==> src/mon_regs_pkg.sv <==
// package for the alert/fault mask and status register bank
// assumes a single 250 MHz clock domain shared with the management bus engine
`default_nettype none
package mon_regs_pkg;
	localparam logic [7:0] OFS_MON_WARN = 8'hF6;
	localparam logic [7:0] OFS_TS_GAIN = 8'hF7;
	localparam logic [7:0] OFS_TS_OFFSET = 8'hF8;
	localparam logic [7:0] OFS_ALERT_MASK = 8'hF9;
	localparam logic [7:0] OFS_FAULT_MASK = 8'hFA;
	localparam logic [7:0] OFS_GEN_STATUS = 8'hFB;
	localparam logic [7:0] OFS_PHASE_STATUS = 8'hFC;
	localparam logic [15:0] RST_MON_WARN = 16'h0002;
	localparam logic [15:0] RST_TS_GAIN = 16'h07CE;
	localparam logic [15:0] RST_TS_OFFSET = 16'h007B;
	localparam logic [7:0] RST_MASK = 8'h00;
	localparam logic [7:0] RST_STATUS = 8'h00;
	// general status bit positions
	localparam int GS_FAULT = 7;
	localparam int GS_ALERT = 6;
	localparam int GS_PGOOD = 5;
	localparam int GS_READY = 4;
	// phase status: bit 7 = phase 6 down to bit 3 = phase 2
	localparam int PH_LO = 3;
	localparam int NUM_SRC = 8;
	// fractional bits of the temperature gain
	localparam int GAIN_FRAC = 8;

	// per-source conditions, bit order matches the mask registers
	typedef struct packed {
		logic vout;
		logic iout;
		logic input_st;
		logic temp;
		logic comm_logic;
		logic voltage_monitor;
		logic second_sense;
		logic output_power;
	} src_flags_s;

	typedef struct packed {
		logic wr;
		logic rd;
		logic [7:0] addr;
		logic [15:0] wdata;
	} reg_req_s;
endpackage
`default_nettype wire

==> src/alert_fault_mask_status_regs.sv <==
// alert/fault mask registers, general and phase status, thermal conversion constants
// assumes the bus engine issues one-cycle wr/rd strobes on clk_i and all inputs are synchronous
`default_nettype none
module alert_fault_mask_status_regs
	import mon_regs_pkg::*;
(
	input wire logic clk_i,
	input wire logic rst_b_i,
	input wire mon_regs_pkg::reg_req_s req_i,
	input wire mon_regs_pkg::src_flags_s alert_src_i,
	input wire mon_regs_pkg::src_flags_s fault_src_i,
	input wire logic power_good_i,
	input wire logic ready_i,
	input wire logic [5:0] phase_en_i,
	input wire logic [15:0] thermal_sense_input_i,
	output logic [15:0] rdata_o,
	output logic rvalid_o,
	output logic alert_o,
	output logic fault_o,
	output logic [15:0] temperature_o,
	output logic [15:0] monitor_warn_limit_o,
	output logic [7:0] alert_src_o,
	output logic [7:0] fault_src_o
);

	logic [15:0] monitor_warn_limit_q;
	logic [15:0] thermal_sense_gain_q;
	logic [15:0] thermal_sense_offset_q;
	logic [7:0] alert_mask_q;
	logic [7:0] fault_mask_q;
	logic [7:0] general_status_q;
	logic [7:0] phase_enable_status_q;
	logic alert_d;
	logic fault_d;
	logic [31:0] product_t;
	logic [15:0] temperature_d;

	////////////////////////////////////////////////////////////////////////////
	// host writes

	always_ff @(posedge clk_i or negedge rst_b_i) begin
		if (!rst_b_i) begin
			monitor_warn_limit_q <= RST_MON_WARN;
			thermal_sense_gain_q <= RST_TS_GAIN;
			thermal_sense_offset_q <= RST_TS_OFFSET;
			alert_mask_q <= RST_MASK;
			fault_mask_q <= RST_MASK;
		end else if (req_i.wr) begin
			case (req_i.addr)
				OFS_MON_WARN: monitor_warn_limit_q <= req_i.wdata;
				OFS_TS_GAIN: thermal_sense_gain_q <= req_i.wdata;
				OFS_TS_OFFSET: thermal_sense_offset_q <= req_i.wdata;
				OFS_ALERT_MASK: alert_mask_q <= req_i.wdata[7:0];
				OFS_FAULT_MASK: fault_mask_q <= req_i.wdata[7:0];
				default: ;
			endcase
		end
	end

	////////////////////////////////////////////////////////////////////////////
	// indication aggregation

	// a set mask bit removes its source; the source flags themselves pass untouched
	assign alert_d = |(alert_src_i & ~alert_mask_q);
	assign fault_d = |(fault_src_i & ~fault_mask_q);

	always_ff @(posedge clk_i or negedge rst_b_i) begin
		if (!rst_b_i) begin
			alert_o <= 1'b0;
			fault_o <= 1'b0;
			alert_src_o <= RST_MASK;
			fault_src_o <= RST_MASK;
		end else begin
			alert_o <= alert_d;
			fault_o <= fault_d;
			alert_src_o <= alert_src_i;
			fault_src_o <= fault_src_i;
		end
	end

	// general status is live: host writes are ignored since bits 7:4 mirror hardware and bits 3:0 read zero
	always_ff @(posedge clk_i or negedge rst_b_i) begin
		if (!rst_b_i) begin
			general_status_q <= RST_STATUS;
		end else begin
			general_status_q <= RST_STATUS;
			general_status_q[GS_FAULT] <= fault_d;
			general_status_q[GS_ALERT] <= alert_d;
			general_status_q[GS_PGOOD] <= power_good_i;
			general_status_q[GS_READY] <= ready_i;
		end
	end

	// phase 1 is always on and has no bit
	always_ff @(posedge clk_i or negedge rst_b_i) begin
		if (!rst_b_i) begin
			phase_enable_status_q <= RST_STATUS;
		end else begin
			phase_enable_status_q <= {phase_en_i[5:1], 3'h0};
		end
	end

	////////////////////////////////////////////////////////////////////////////
	// temperature conversion

	// gain is taken as 8.8 fixed point; saturation is left to the consumer
	assign product_t = thermal_sense_input_i * thermal_sense_gain_q;
	assign temperature_d = 16'(product_t[31:GAIN_FRAC]) - thermal_sense_offset_q;

	always_ff @(posedge clk_i or negedge rst_b_i) begin
		if (!rst_b_i) begin
			temperature_o <= 16'h0000;
			monitor_warn_limit_o <= RST_MON_WARN;
		end else begin
			temperature_o <= temperature_d;
			monitor_warn_limit_o <= monitor_warn_limit_q;
		end
	end

	////////////////////////////////////////////////////////////////////////////
	// host reads

	always_ff @(posedge clk_i or negedge rst_b_i) begin
		if (!rst_b_i) begin
			rdata_o <= 16'h0000;
			rvalid_o <= 1'b0;
		end else begin
			rvalid_o <= req_i.rd;
			if (req_i.rd) begin
				case (req_i.addr)
					OFS_MON_WARN: rdata_o <= monitor_warn_limit_q;
					OFS_TS_GAIN: rdata_o <= thermal_sense_gain_q;
					OFS_TS_OFFSET: rdata_o <= thermal_sense_offset_q;
					OFS_ALERT_MASK: rdata_o <= {8'h00, alert_mask_q};
					OFS_FAULT_MASK: rdata_o <= {8'h00, fault_mask_q};
					OFS_GEN_STATUS: rdata_o <= {8'h00, general_status_q};
					OFS_PHASE_STATUS: rdata_o <= {8'h00, phase_enable_status_q};
					default: rdata_o <= 16'h0000;
				endcase
			end
		end
	end

	////////////////////////////////////////////////////////////////////////////
	// checks

	// masks are checked one source at a time (alert vout: other alert sources only masked or idle) so that a leak from another source cannot hide a failure
	a_alert_masked_vout: assert property (@(posedge clk_i) disable iff (!rst_b_i)
		alert_mask_q[7] && !(|(alert_src_i[6:0] & ~alert_mask_q[6:0])) |=> !alert_o)
		else $error("alert raised by masked vout group");
	a_alert_masked_mon: assert property (@(posedge clk_i) disable iff (!rst_b_i)
		alert_src_i == 8'h04 && alert_mask_q[2] |=> !alert_o)
		else $error("alert raised by masked monitor input");
	a_alert_masked_sense: assert property (@(posedge clk_i) disable iff (!rst_b_i)
		alert_src_i == 8'h02 && alert_mask_q[1] |=> !alert_o)
		else $error("alert raised by masked second sense");
	a_alert_masked_power: assert property (@(posedge clk_i) disable iff (!rst_b_i)
		alert_src_i == 8'h01 && alert_mask_q[0] |=> !alert_o)
		else $error("alert raised by masked output power");
	a_fault_masked_group: assert property (@(posedge clk_i) disable iff (!rst_b_i)
		fault_src_i == 8'h80 && fault_mask_q[7] |=> !fault_o)
		else $error("fault raised by masked vout group");
	a_fault_masked_mon: assert property (@(posedge clk_i) disable iff (!rst_b_i)
		fault_src_i == 8'h04 && fault_mask_q[2] |=> !fault_o)
		else $error("fault raised by masked monitor input");
	a_fault_masked_sense: assert property (@(posedge clk_i) disable iff (!rst_b_i)
		fault_src_i == 8'h02 && fault_mask_q[1] |=> !fault_o)
		else $error("fault raised by masked second sense");
	a_fault_masked_power: assert property (@(posedge clk_i) disable iff (!rst_b_i)
		fault_src_i == 8'h01 && fault_mask_q[0] |=> !fault_o)
		else $error("fault raised by masked output power");
	a_status_tracks_ind: assert property (@(posedge clk_i) disable iff (!rst_b_i)
		##1 general_status_q[GS_FAULT] == $past(|(fault_src_i & ~fault_mask_q))
		&& general_status_q[GS_ALERT] == $past(|(alert_src_i & ~alert_mask_q)))
		else $error("general status disagrees with unmasked sources");
	a_status_aux_bits: assert property (@(posedge clk_i) disable iff (!rst_b_i)
		##1 general_status_q[GS_PGOOD] == $past(power_good_i) && general_status_q[GS_READY] == $past(ready_i)
		&& general_status_q[GS_READY-1:0] == 4'h0)
		else $error("power-good or ready status wrong");
	a_phase_hi_bits: assert property (@(posedge clk_i) disable iff (!rst_b_i)
		##1 phase_enable_status_q[7:6] == $past(phase_en_i[5:4]))
		else $error("phase 6/5 status wrong");
	a_phase_lo_bits: assert property (@(posedge clk_i) disable iff (!rst_b_i)
		##1 phase_enable_status_q[5:3] == $past(phase_en_i[3:1]))
		else $error("phase 4..2 status wrong");
	a_unmasked_raises: assert property (@(posedge clk_i) disable iff (!rst_b_i)
		(alert_src_i & ~alert_mask_q) != 8'h00 |=> alert_o)
		else $error("unmasked alert source not indicated");
	a_flags_kept: assert property (@(posedge clk_i) disable iff (!rst_b_i)
		fault_mask_q[3] && fault_src_i[3] |=> fault_src_o[3])
		else $error("masked source flag lost");
	a_gain_written: assert property (@(posedge clk_i) disable iff (!rst_b_i)
		req_i.wr && req_i.addr == OFS_TS_GAIN |=> thermal_sense_gain_q == $past(req_i.wdata))
		else $error("gain write not stored");
	a_offset_written: assert property (@(posedge clk_i) disable iff (!rst_b_i)
		req_i.wr && req_i.addr == OFS_TS_OFFSET |=> thermal_sense_offset_q == $past(req_i.wdata))
		else $error("offset write not stored");
	a_alert_masked_comm: assert property (@(posedge clk_i) disable iff (!rst_b_i)
		alert_src_i == 8'h08 && alert_mask_q[3] |=> !alert_o)
		else $error("alert raised by masked comm logic group");
	a_fault_masked_temp: assert property (@(posedge clk_i) disable iff (!rst_b_i)
		fault_src_i == 8'h10 && fault_mask_q[4] |=> !fault_o)
		else $error("fault raised by masked temperature group");
	a_fault_unmasked: assert property (@(posedge clk_i) disable iff (!rst_b_i)
		(fault_src_i & ~fault_mask_q) != 8'h00 |=> fault_o)
		else $error("unmasked fault source not indicated");
	a_alert_flag_kept: assert property (@(posedge clk_i) disable iff (!rst_b_i)
		alert_mask_q[2] && alert_src_i[2] |=> alert_src_o[2])
		else $error("masked alert source flag lost");

endmodule
`default_nettype wire

==> config.mk <==
export PLATFORM = sky130hd
export DESIGN_NAME = alert_fault_mask_status_regs
export DESIGN_NICKNAME = d
export VERILOG_FILES = /design/src/mon_regs_pkg.sv /design/src/alert_fault_mask_status_regs.sv
export SDC_FILE = /design/constraint.sdc
export NUM_CORES = 1
export LEC_CHECK = 0
export BUFFER_PORTS_ARGS = -buffer_cell sky130_fd_sc_hd__buf_2
export CAP_MARGIN = 10
export CELL_PAD_IN_SITES_DETAIL_PLACEMENT = 1
export CELL_PAD_IN_SITES_GLOBAL_PLACEMENT = 1
export CORE_MARGIN = 4
export CORE_UTILIZATION = 35
export CTS_CLUSTER_DIAMETER = 30
export DETAILED_ROUTE_END_ITERATION = 10
export GPL_TIMING_DRIVEN = 0
export PLACE_DENSITY_LB_ADDON = 0.1
export SLEW_MARGIN = 20
export SYNTH_ARGS = -nofsm -noshare
export SYNTH_HDL_FRONTEND = slang
export SYNTH_SLANG_ARGS = --single-unit
==> constraint.sdc <==
create_clock -name clk_i -period 19.25 [get_ports clk_i]
set_input_delay 0.9625 -clock clk_i [delete_from_list [all_inputs] [get_ports clk_i]]
set_output_delay 0.9625 -clock clk_i [all_outputs]
set_load 0.1 [all_outputs]
==> results.md, run 1 <==
Synthesis:
- The sequential area share after synthesis is 0.275.
- For this run, asynchronously set or reset flops after synthesis account for 1.00.
- In this run the mean area of a mapped cell was 10.2 um2.
- After synthesis the cells add up to 12600 um2.
- The unique cell type count in the Yosys netlist is 55.
- Counting every net in the synthesized netlist gives 1548.
- For this run, the number of Yosys warnings is 0.
- Synthesis produced 1231 cells.
- In the synthesized netlist the dominant register cell turns out to be dfrtp_1.
- In this run, synthesis inferred 0 flip-flops with an integrated enable.
- The total of flip-flops plus latches after synthesis is 138.

Worst setup path:
- The worst register-to-register path has a depth of 27.
- The kind of cell with the highest combined delay along the critical path is adder cells.
- The critical register-to-register path endpoint is temperature_o[15].
- In this run the register-to-register setup slack is 11.19 ns.
- The slowest stage of the critical path is the fa_1 cell.
- In this run the critical register-to-register path is launched from thermal_sense_gain_q[7].
- STA classifies the critical path startpoint as a flop.
- The largest fanout of any net on the critical path is 10.
- The delay contributed by the slowest stage of the critical path is 0.57 ns.
- For the worst setup path, the data required time is 19.56 ns.
- The arrival time at the worst endpoint is 8.37 ns.
- STA classifies the critical path endpoint as a flop.
- The most used cell along the critical path is fa_1.
- The buffering stage count on the worst path with inverters included is 7.
- The startpoint-to-endpoint class of the critical path is reg -> reg.

Pwr:
- The largest voltage drop on the vdd net is 0.0607 mV.
- The leakage power figure is 7.14 nW.
- The completed layout was analyzed and its total power is 1.20 mW.
- Power spread over the standard cell area amounts to 82.9 nW/um2.

Floorplan:
- The die covers 39100 um2.
- The die extent in y is 198 um.
- After floorplanning, the core was divided into 69 placement rows.
- The total core area is 35600 um2.
- In this run the count of I/O pins placed on the die edge is 135.
- The initial core utilization is 0.355.
- The chip width is 198 um.

Global routing:
- Entering global routing, the biggest net connects 86 pins.
- The wire length of the first global-routing pass is 59700 um.
- The number of global-route vias before repair is 10500.
- The number of antenna violations at the first check in global routing is 2.
- The overall global routing resource usage is 0.198.
- The remaining global-route overflow is 0.

STA:
- The share of the clock period used by the worst path is 0.419.
- The post-route clock skew is 0.0124 ns.
- Final hold analysis gives a worst-case slack of 0.376 ns.
- Headroom to the max-slew limit came out at 0.446.
- The setup violation total in the final timing report is 0.
- The number of max-slew violations in the final report was 0.
- The clock period minus final worst setup slack is 8.06 ns.
- Across all setup checks in the final design, the least slack found is 11.19 ns.
- Setup repair after global routing left no endpoint under its margin.
- The slew at the pin with the worst max-slew slack is 0.832 ns.
- Based on the critical path, the design can be clocked at up to 124 MHz.
- The final sum of negative setup slack is 0 ns.
- The number of hold-slack violations in the final timing report was 0.

Finish:
- The post-layout instance area is 14500 um2.
- Compared with the post-synthesis result, the final layout area differs by 14.6%.
- The diode insertion count for antenna repair is 0.
- Of the cells placed in the final design, the portion with a size suffix greater than 1 is 0.197.
- The final cell utilization of the core is 0.406.
- The final layout net count is 1697.
- The finished layout holds 1854 standard cells, fillers aside.

Routing:
- The pre-antenna-repair detailed-routing pass consisted of 4 iterations.
- The wire length reported by the detailed router is 36700 um.
- In the routed layout, each cell is associated on average with a via count of 4.85.
- The routed length per placed instance is 19.8 um.
- The detail route stage leaves a number of antenna-violating nets equal to 0.
- For this block, the initial DRC count from the detailed router was 317.
- Summing over every cut layer, the via total after detailed routing is 8991.
- In the routed design, unresolved DRC markers number 0.

Placed design:
- OpenSTA, run right after detailed placement, puts the worst setup slack at 10.81 ns.
- Once detailed placement completed, the half-perimeter wirelength came to 30100 um.
- The area of placed instances is 13900 um2.
- The routability congestion estimate from global placement is 0.824.
- The count of buffers added on input and output ports is 129.
- The total instance count after detailed placement is 1822.

Clock tree:
- The number of resized instances in the post-cts repair step is 0.
- The clock buffer count from CTS is 17.
- For this design, the CTS-stage hold fixing added 0 buffers.
- In this run the number of H-tree levels came out at 4.
- The maximum buffer depth of the clock tree is 2.
- The root buffer cell chosen for the clock tree is clkbuf_16.
- In this run the post-CTS setup repair buffer count came out at 0.
- Clock tree synthesis found a total of 138 sinks.
- The clock tree from TritonCTS is built.
- The clock reaches the later pin of the worst-skew pair after 0.43 ns.
- The clock transition at the register clock pins on the worst setup and hold paths after CTS is 0.07 ns.

Outcome:
- The flow ran to the end, and the final reports show no timing, DRC or antenna violations.

Min path:
- The worst hold path cell count is 0.
- The worst hold path begins at monitor_warn_limit_q[1].
- In this run the worst hold path is classified as reg -> reg.
- The path with the worst hold slack has its endpoint at monitor_warn_limit_o[1].

Flow run:
- Across the run, the number of max-cap violations was 0.
worst max-delay path by stage:
stage	start	end	slack (ns)	cells after the start
6_report	thermal_sense_gain_q[7]	temperature_o[15]	11.19	27
5_1_grt	thermal_sense_gain_q[7]	temperature_o[15]	10.68	27
3_3_place_gp	thermal_sense_input_i[7]	temperature_o[15]	10.84	30
2_1_floorplan	thermal_sense_input_i[10]	temperature_o[15]	12.01	29
4_1_cts	thermal_sense_gain_q[7]	temperature_o[15]	11.11	27
3_5_place_dp	thermal_sense_input_i[6]	temperature_o[15]	10.81	30
registers in the layout (all words and copies together) (netlist names), 4 cells and up:
register	cells
monitor_warn_limit_o	16
monitor_warn_limit_q	16
rdata_o	16
temperature_o	16
thermal_sense_gain_q	16
thermal_sense_offset_q	16
alert_mask_q	8
alert_src_o	8
fault_mask_q	8
fault_src_o	8
phase_enable_status_q	5
general_status_q	4
layout by cell type (no fill, tap or decap), drive strengths merged, types with 32 or more instances in the layout:
master and instances:
nand2 143, dfrtp 122, ha 81, buf 133
clkbuf 67, mux2 78, inv 260, xnor2 32
fa 168, and2 98
routing by layer:
| layer | wire (um) | vias to the layer above | GRT usage |
|---|---|---|---|
| li1 | - | 4122 | - |
| met1 | 17200 | 4690 | 0.280 |
| met2 | 17400 | 156 | 0.328 |
| met3 | 1630 | 23 | 0.0259 |
| met4 | 425 | 0 | 0.0388 |
| met5 | 0 | - | 0 |
cell type report:
cell class,instances,area [um2]
sequential,138,3470
buffer,53,204
inverter,253,950
fill,4048,21100
clock inverter,15,156
tap,461,577
multi-input combinational,787,7990
timing repair buffer,130,683
clock buffer,17,425
where the power goes:
| group | switching [mW] | internal [mW] |
|---|---|---|
| clock network | 0.140 | 0.182 |
| registers | 0.0150 | 0.321 |
| logic | 0.375 | 0.164 |
synth_stat cells (7+ instances only):
library cell	number	area, um2
mux2_2	78	878
o22ai_1	24	150
xnor2_1	32	280
a21o_1	7	52.6
nand2_1	143	537
o21ai_0	14	70.1
a22oi_1	11	82.6
dfrtp_1	122	3050
dfstp_2	16	420
and2_1	98	613
xor2_1	11	96.3
fa_1	168	3360
ha_1	81	1010
clkbuf_1	49	184
a21oi_1	15	75.1
inv_1	253	950
nor2_1	27	101
logic make-up after synthesis:
kind of cell,after synthesis,synth area share
compound gates,102,0.0588
xor+xnor,43,0.0299
fa+ha+maj,249,0.347
buf+inv,306,0.0914
flops,138,0.275
mux,86,0.0780
simple gates,307,0.120
(Power assumes the default switching activity.)
==> run 2, diff against run 1 <==
Clock period 19.25 ns to 7.1 ns, I/O delays scaled along.
==> run 2 against run 1 <==
Net effect: design area grew 4.1%; sequential share of layout area shrank 0.93 points; worst setup slack got worse by 11 ns; cell count increased by 2.0%; clock power rose to 2.7 times the previous value; combinational power rose to 3.1 times the previous value; clock skew shrank 0.0031 ns; first-iteration DRC count grew 0.32%; flip-flop and latch count unchanged.
==> results.md, run 2 (synthesis results as in run 1) <==
Finish:
- The number of antenna diodes in the final layout is 0.
- The final cell utilization of the core is 0.423.
- Leaving out filler cells and counting taps, the final layout contains 1892.
- Relative to the synthesized area, the layout overhead comes to 19.3%.
- The most frequent standard cell in the layout excluding fill and tap cells is inv_1.
- The post-layout instance area is 15100 um2.
- At the end of the flow, the number of nets in the layout was 1735.
- The proportion of layout cells with a drive suffix above 1 is 0.249.
- Leaving out fill and tap cells, the most frequent cells in the layout are inv_1, fa_1, nand2_1, buf_2, dfrtp_1.

Clock tree:
- Clock-pin slew was measured on the worst setup and hold paths at 0.06 ns.
- The clock tree from TritonCTS is built.
- The number of clock buffers added by TritonCTS is 17.
- CTS built an H-tree with a depth of 4.
- The latest clock arrival within the worst-skew pair is 0.43 ns.
- The maximum buffer depth of the clock tree is 2.
- Clock tree synthesis selected as its root buffer the cell clkbuf_16.
- The tree built by TritonCTS fans out to 138 sinks.

Global routing:
- The number of antenna violations at the first check in global routing is 1.
- Summed over all layers, the global routing overflow is 0.
- The wire length of the first global-routing pass is 61000 um.
- The pin count of the biggest net entering global routing is 86.
- The overall global routing resource usage is 0.203.
- The number of global-route vias before repair came to 10600.

Routing:
- The total DRC errors in the routed layout is 0.
- The routed length per placed instance is 20.0 um.
- The total vias in the final route is 9176.
- For this run, the detailed router's first-pass iteration total came to 4.
- Wires add up to 37900 um.
- The number of vias per cell after detailed routing is 4.85.
- The number of nets with antenna violations after detailed routing is 0.
- In this run, the number of DRC markers left after iteration 0 of detailed routing was 318.

Worst setup path:
- The most used cell along the critical path is fa_1.
- The startpoint-to-endpoint class of the critical path is reg -> reg.
- Together, buffers and inverters on the worst path number 10.
- Of all nets on the critical path, the largest fanout is 9.
- The arrival time at the worst endpoint is 7.31 ns.
- The slowest cell on the critical path is dfstp_2.
- The kind of cell with the highest combined delay along the critical path is adder cells.
- For this run, the slowest stage of the critical path takes 0.61 ns.
- STA classifies the critical path endpoint as a flop.
- At the worst endpoint, the required time is 7.41 ns.
- The worst setup path is launched from a flop.

Floorplan:
- The die covers 39100 um2.
- During I/O placement, the number of pins put on the boundary was 135.
- The die extent in y is 198 um.
- The floorplan has 69 rows.
- The initial core utilization is 0.355.
- From left edge to right edge, the die measures 198 um.
- The total core area is 35600 um2.

STA:
- After layout, the worst setup slack is 0.104 ns.
- Setup violations remaining at the end of the flow were counted as 0.
- After layout, the minimum clock period comes to 7.00 ns.
- Setup repair after global routing could not meet its margin everywhere.
- The number of max-slew violations in the final report is 0.
- For the pin with the worst max-slew slack, the measured transition is 0.737 ns.
- Between clock sinks in the finished design, the worst skew comes to 0.00927 ns.
- The worst relative slew slack is 0.509.
- The share of the clock period used by the worst path is 0.985.
- The final sum of negative setup slack is 0 ns.
- The tightest hold margin is 0.0297 ns.
- The number of hold-slack violations in the final timing report is 0.
- The achievable clock frequency is 143 MHz.

Pwr:
- The total power density per cell area is 231 nW/um2.
- The final total power is 3.48 mW.
- The largest voltage drop on the vdd net is 0.165 mV.
- In this run the static leakage power is 7.42 nW.

Outcome:
- The flow ran to the end, and the final reports show no timing, DRC or antenna violations.

Flow run:
- Max-cap violations in this run came to 0.

Placed design:
- The total instance count after detailed placement is 1822.
- The number of port buffers is 129.
- At the end of routability-driven placement, the weighted congestion stood at 0.824.
- Prior to clock tree synthesis, the placed netlist has a worst setup slack of -0.958 ns.
- The wire-length estimate of the detail-placed layout is 30100 um.
- In this run the cell area measured after placement is 13900 um2.

Min path:
- The min-delay analysis places its worst path in the category in -> reg.
## run 2: final timing paths
| check | to | depth (start not counted) | from | slack, ns |
|---|---|---|---|---|
| worst min-delay path | phase_enable_status_q[5] | 1 | phase_en_i[3] | 0.03 |
| worst max-delay path | temperature_o[11] | 30 | thermal_sense_gain_q[2] | 0.10 |
| max in group asynchronous | thermal_sense_gain_q[10] | 3 | rst_b_i | 5.86 |
| worst max register to register | temperature_o[11] | 30 | thermal_sense_gain_q[2] | 0.10 |
| min in group asynchronous | fault_src_o[2] | 2 | rst_b_i | 0.42 |
| worst min register to register | monitor_warn_limit_o[1] | 0 | monitor_warn_limit_q[1] | 0.38 |
## run 2: cell type report
| cell class | count | area, um2 |
|---|---|---|
| Fill cell | 4036 | 20500 |
| Multi-Input combinational cell | 787 | 8130 |
| Sequential cell | 138 | 3480 |
| Timing Repair Buffer | 174 | 1050 |
| Inverter | 253 | 950 |
| Tap cell | 461 | 577 |
| Clock buffer | 17 | 425 |
| Buffer | 47 | 288 |
| Clock inverter | 15 | 156 |
## run 2: routing by layer
metal	GRT usage	vias up	wire length (um)
li1	-	4207	-
met1	0.288	4788	17900
met2	0.332	154	18000
met3	0.0301	27	1580
met4	0.0444	0	492
met5	0	-	0
## run 2: power by group
group | internal (mW) | switching [mW]
sequential | 0.872 | 0.0424
combinational | 0.594 | 1.09
clock | 0.494 | 0.380
total | 1.96 | 1.52
## run 2: timing repair
item,in CTS,in global routing
setup endpoints to repair,8,6
gates resized for setup,49,31
cloned,0,0
setup buffers,23,20
pin swaps,13,24
hold endpoints to repair,44,0
hold buffers,1,0
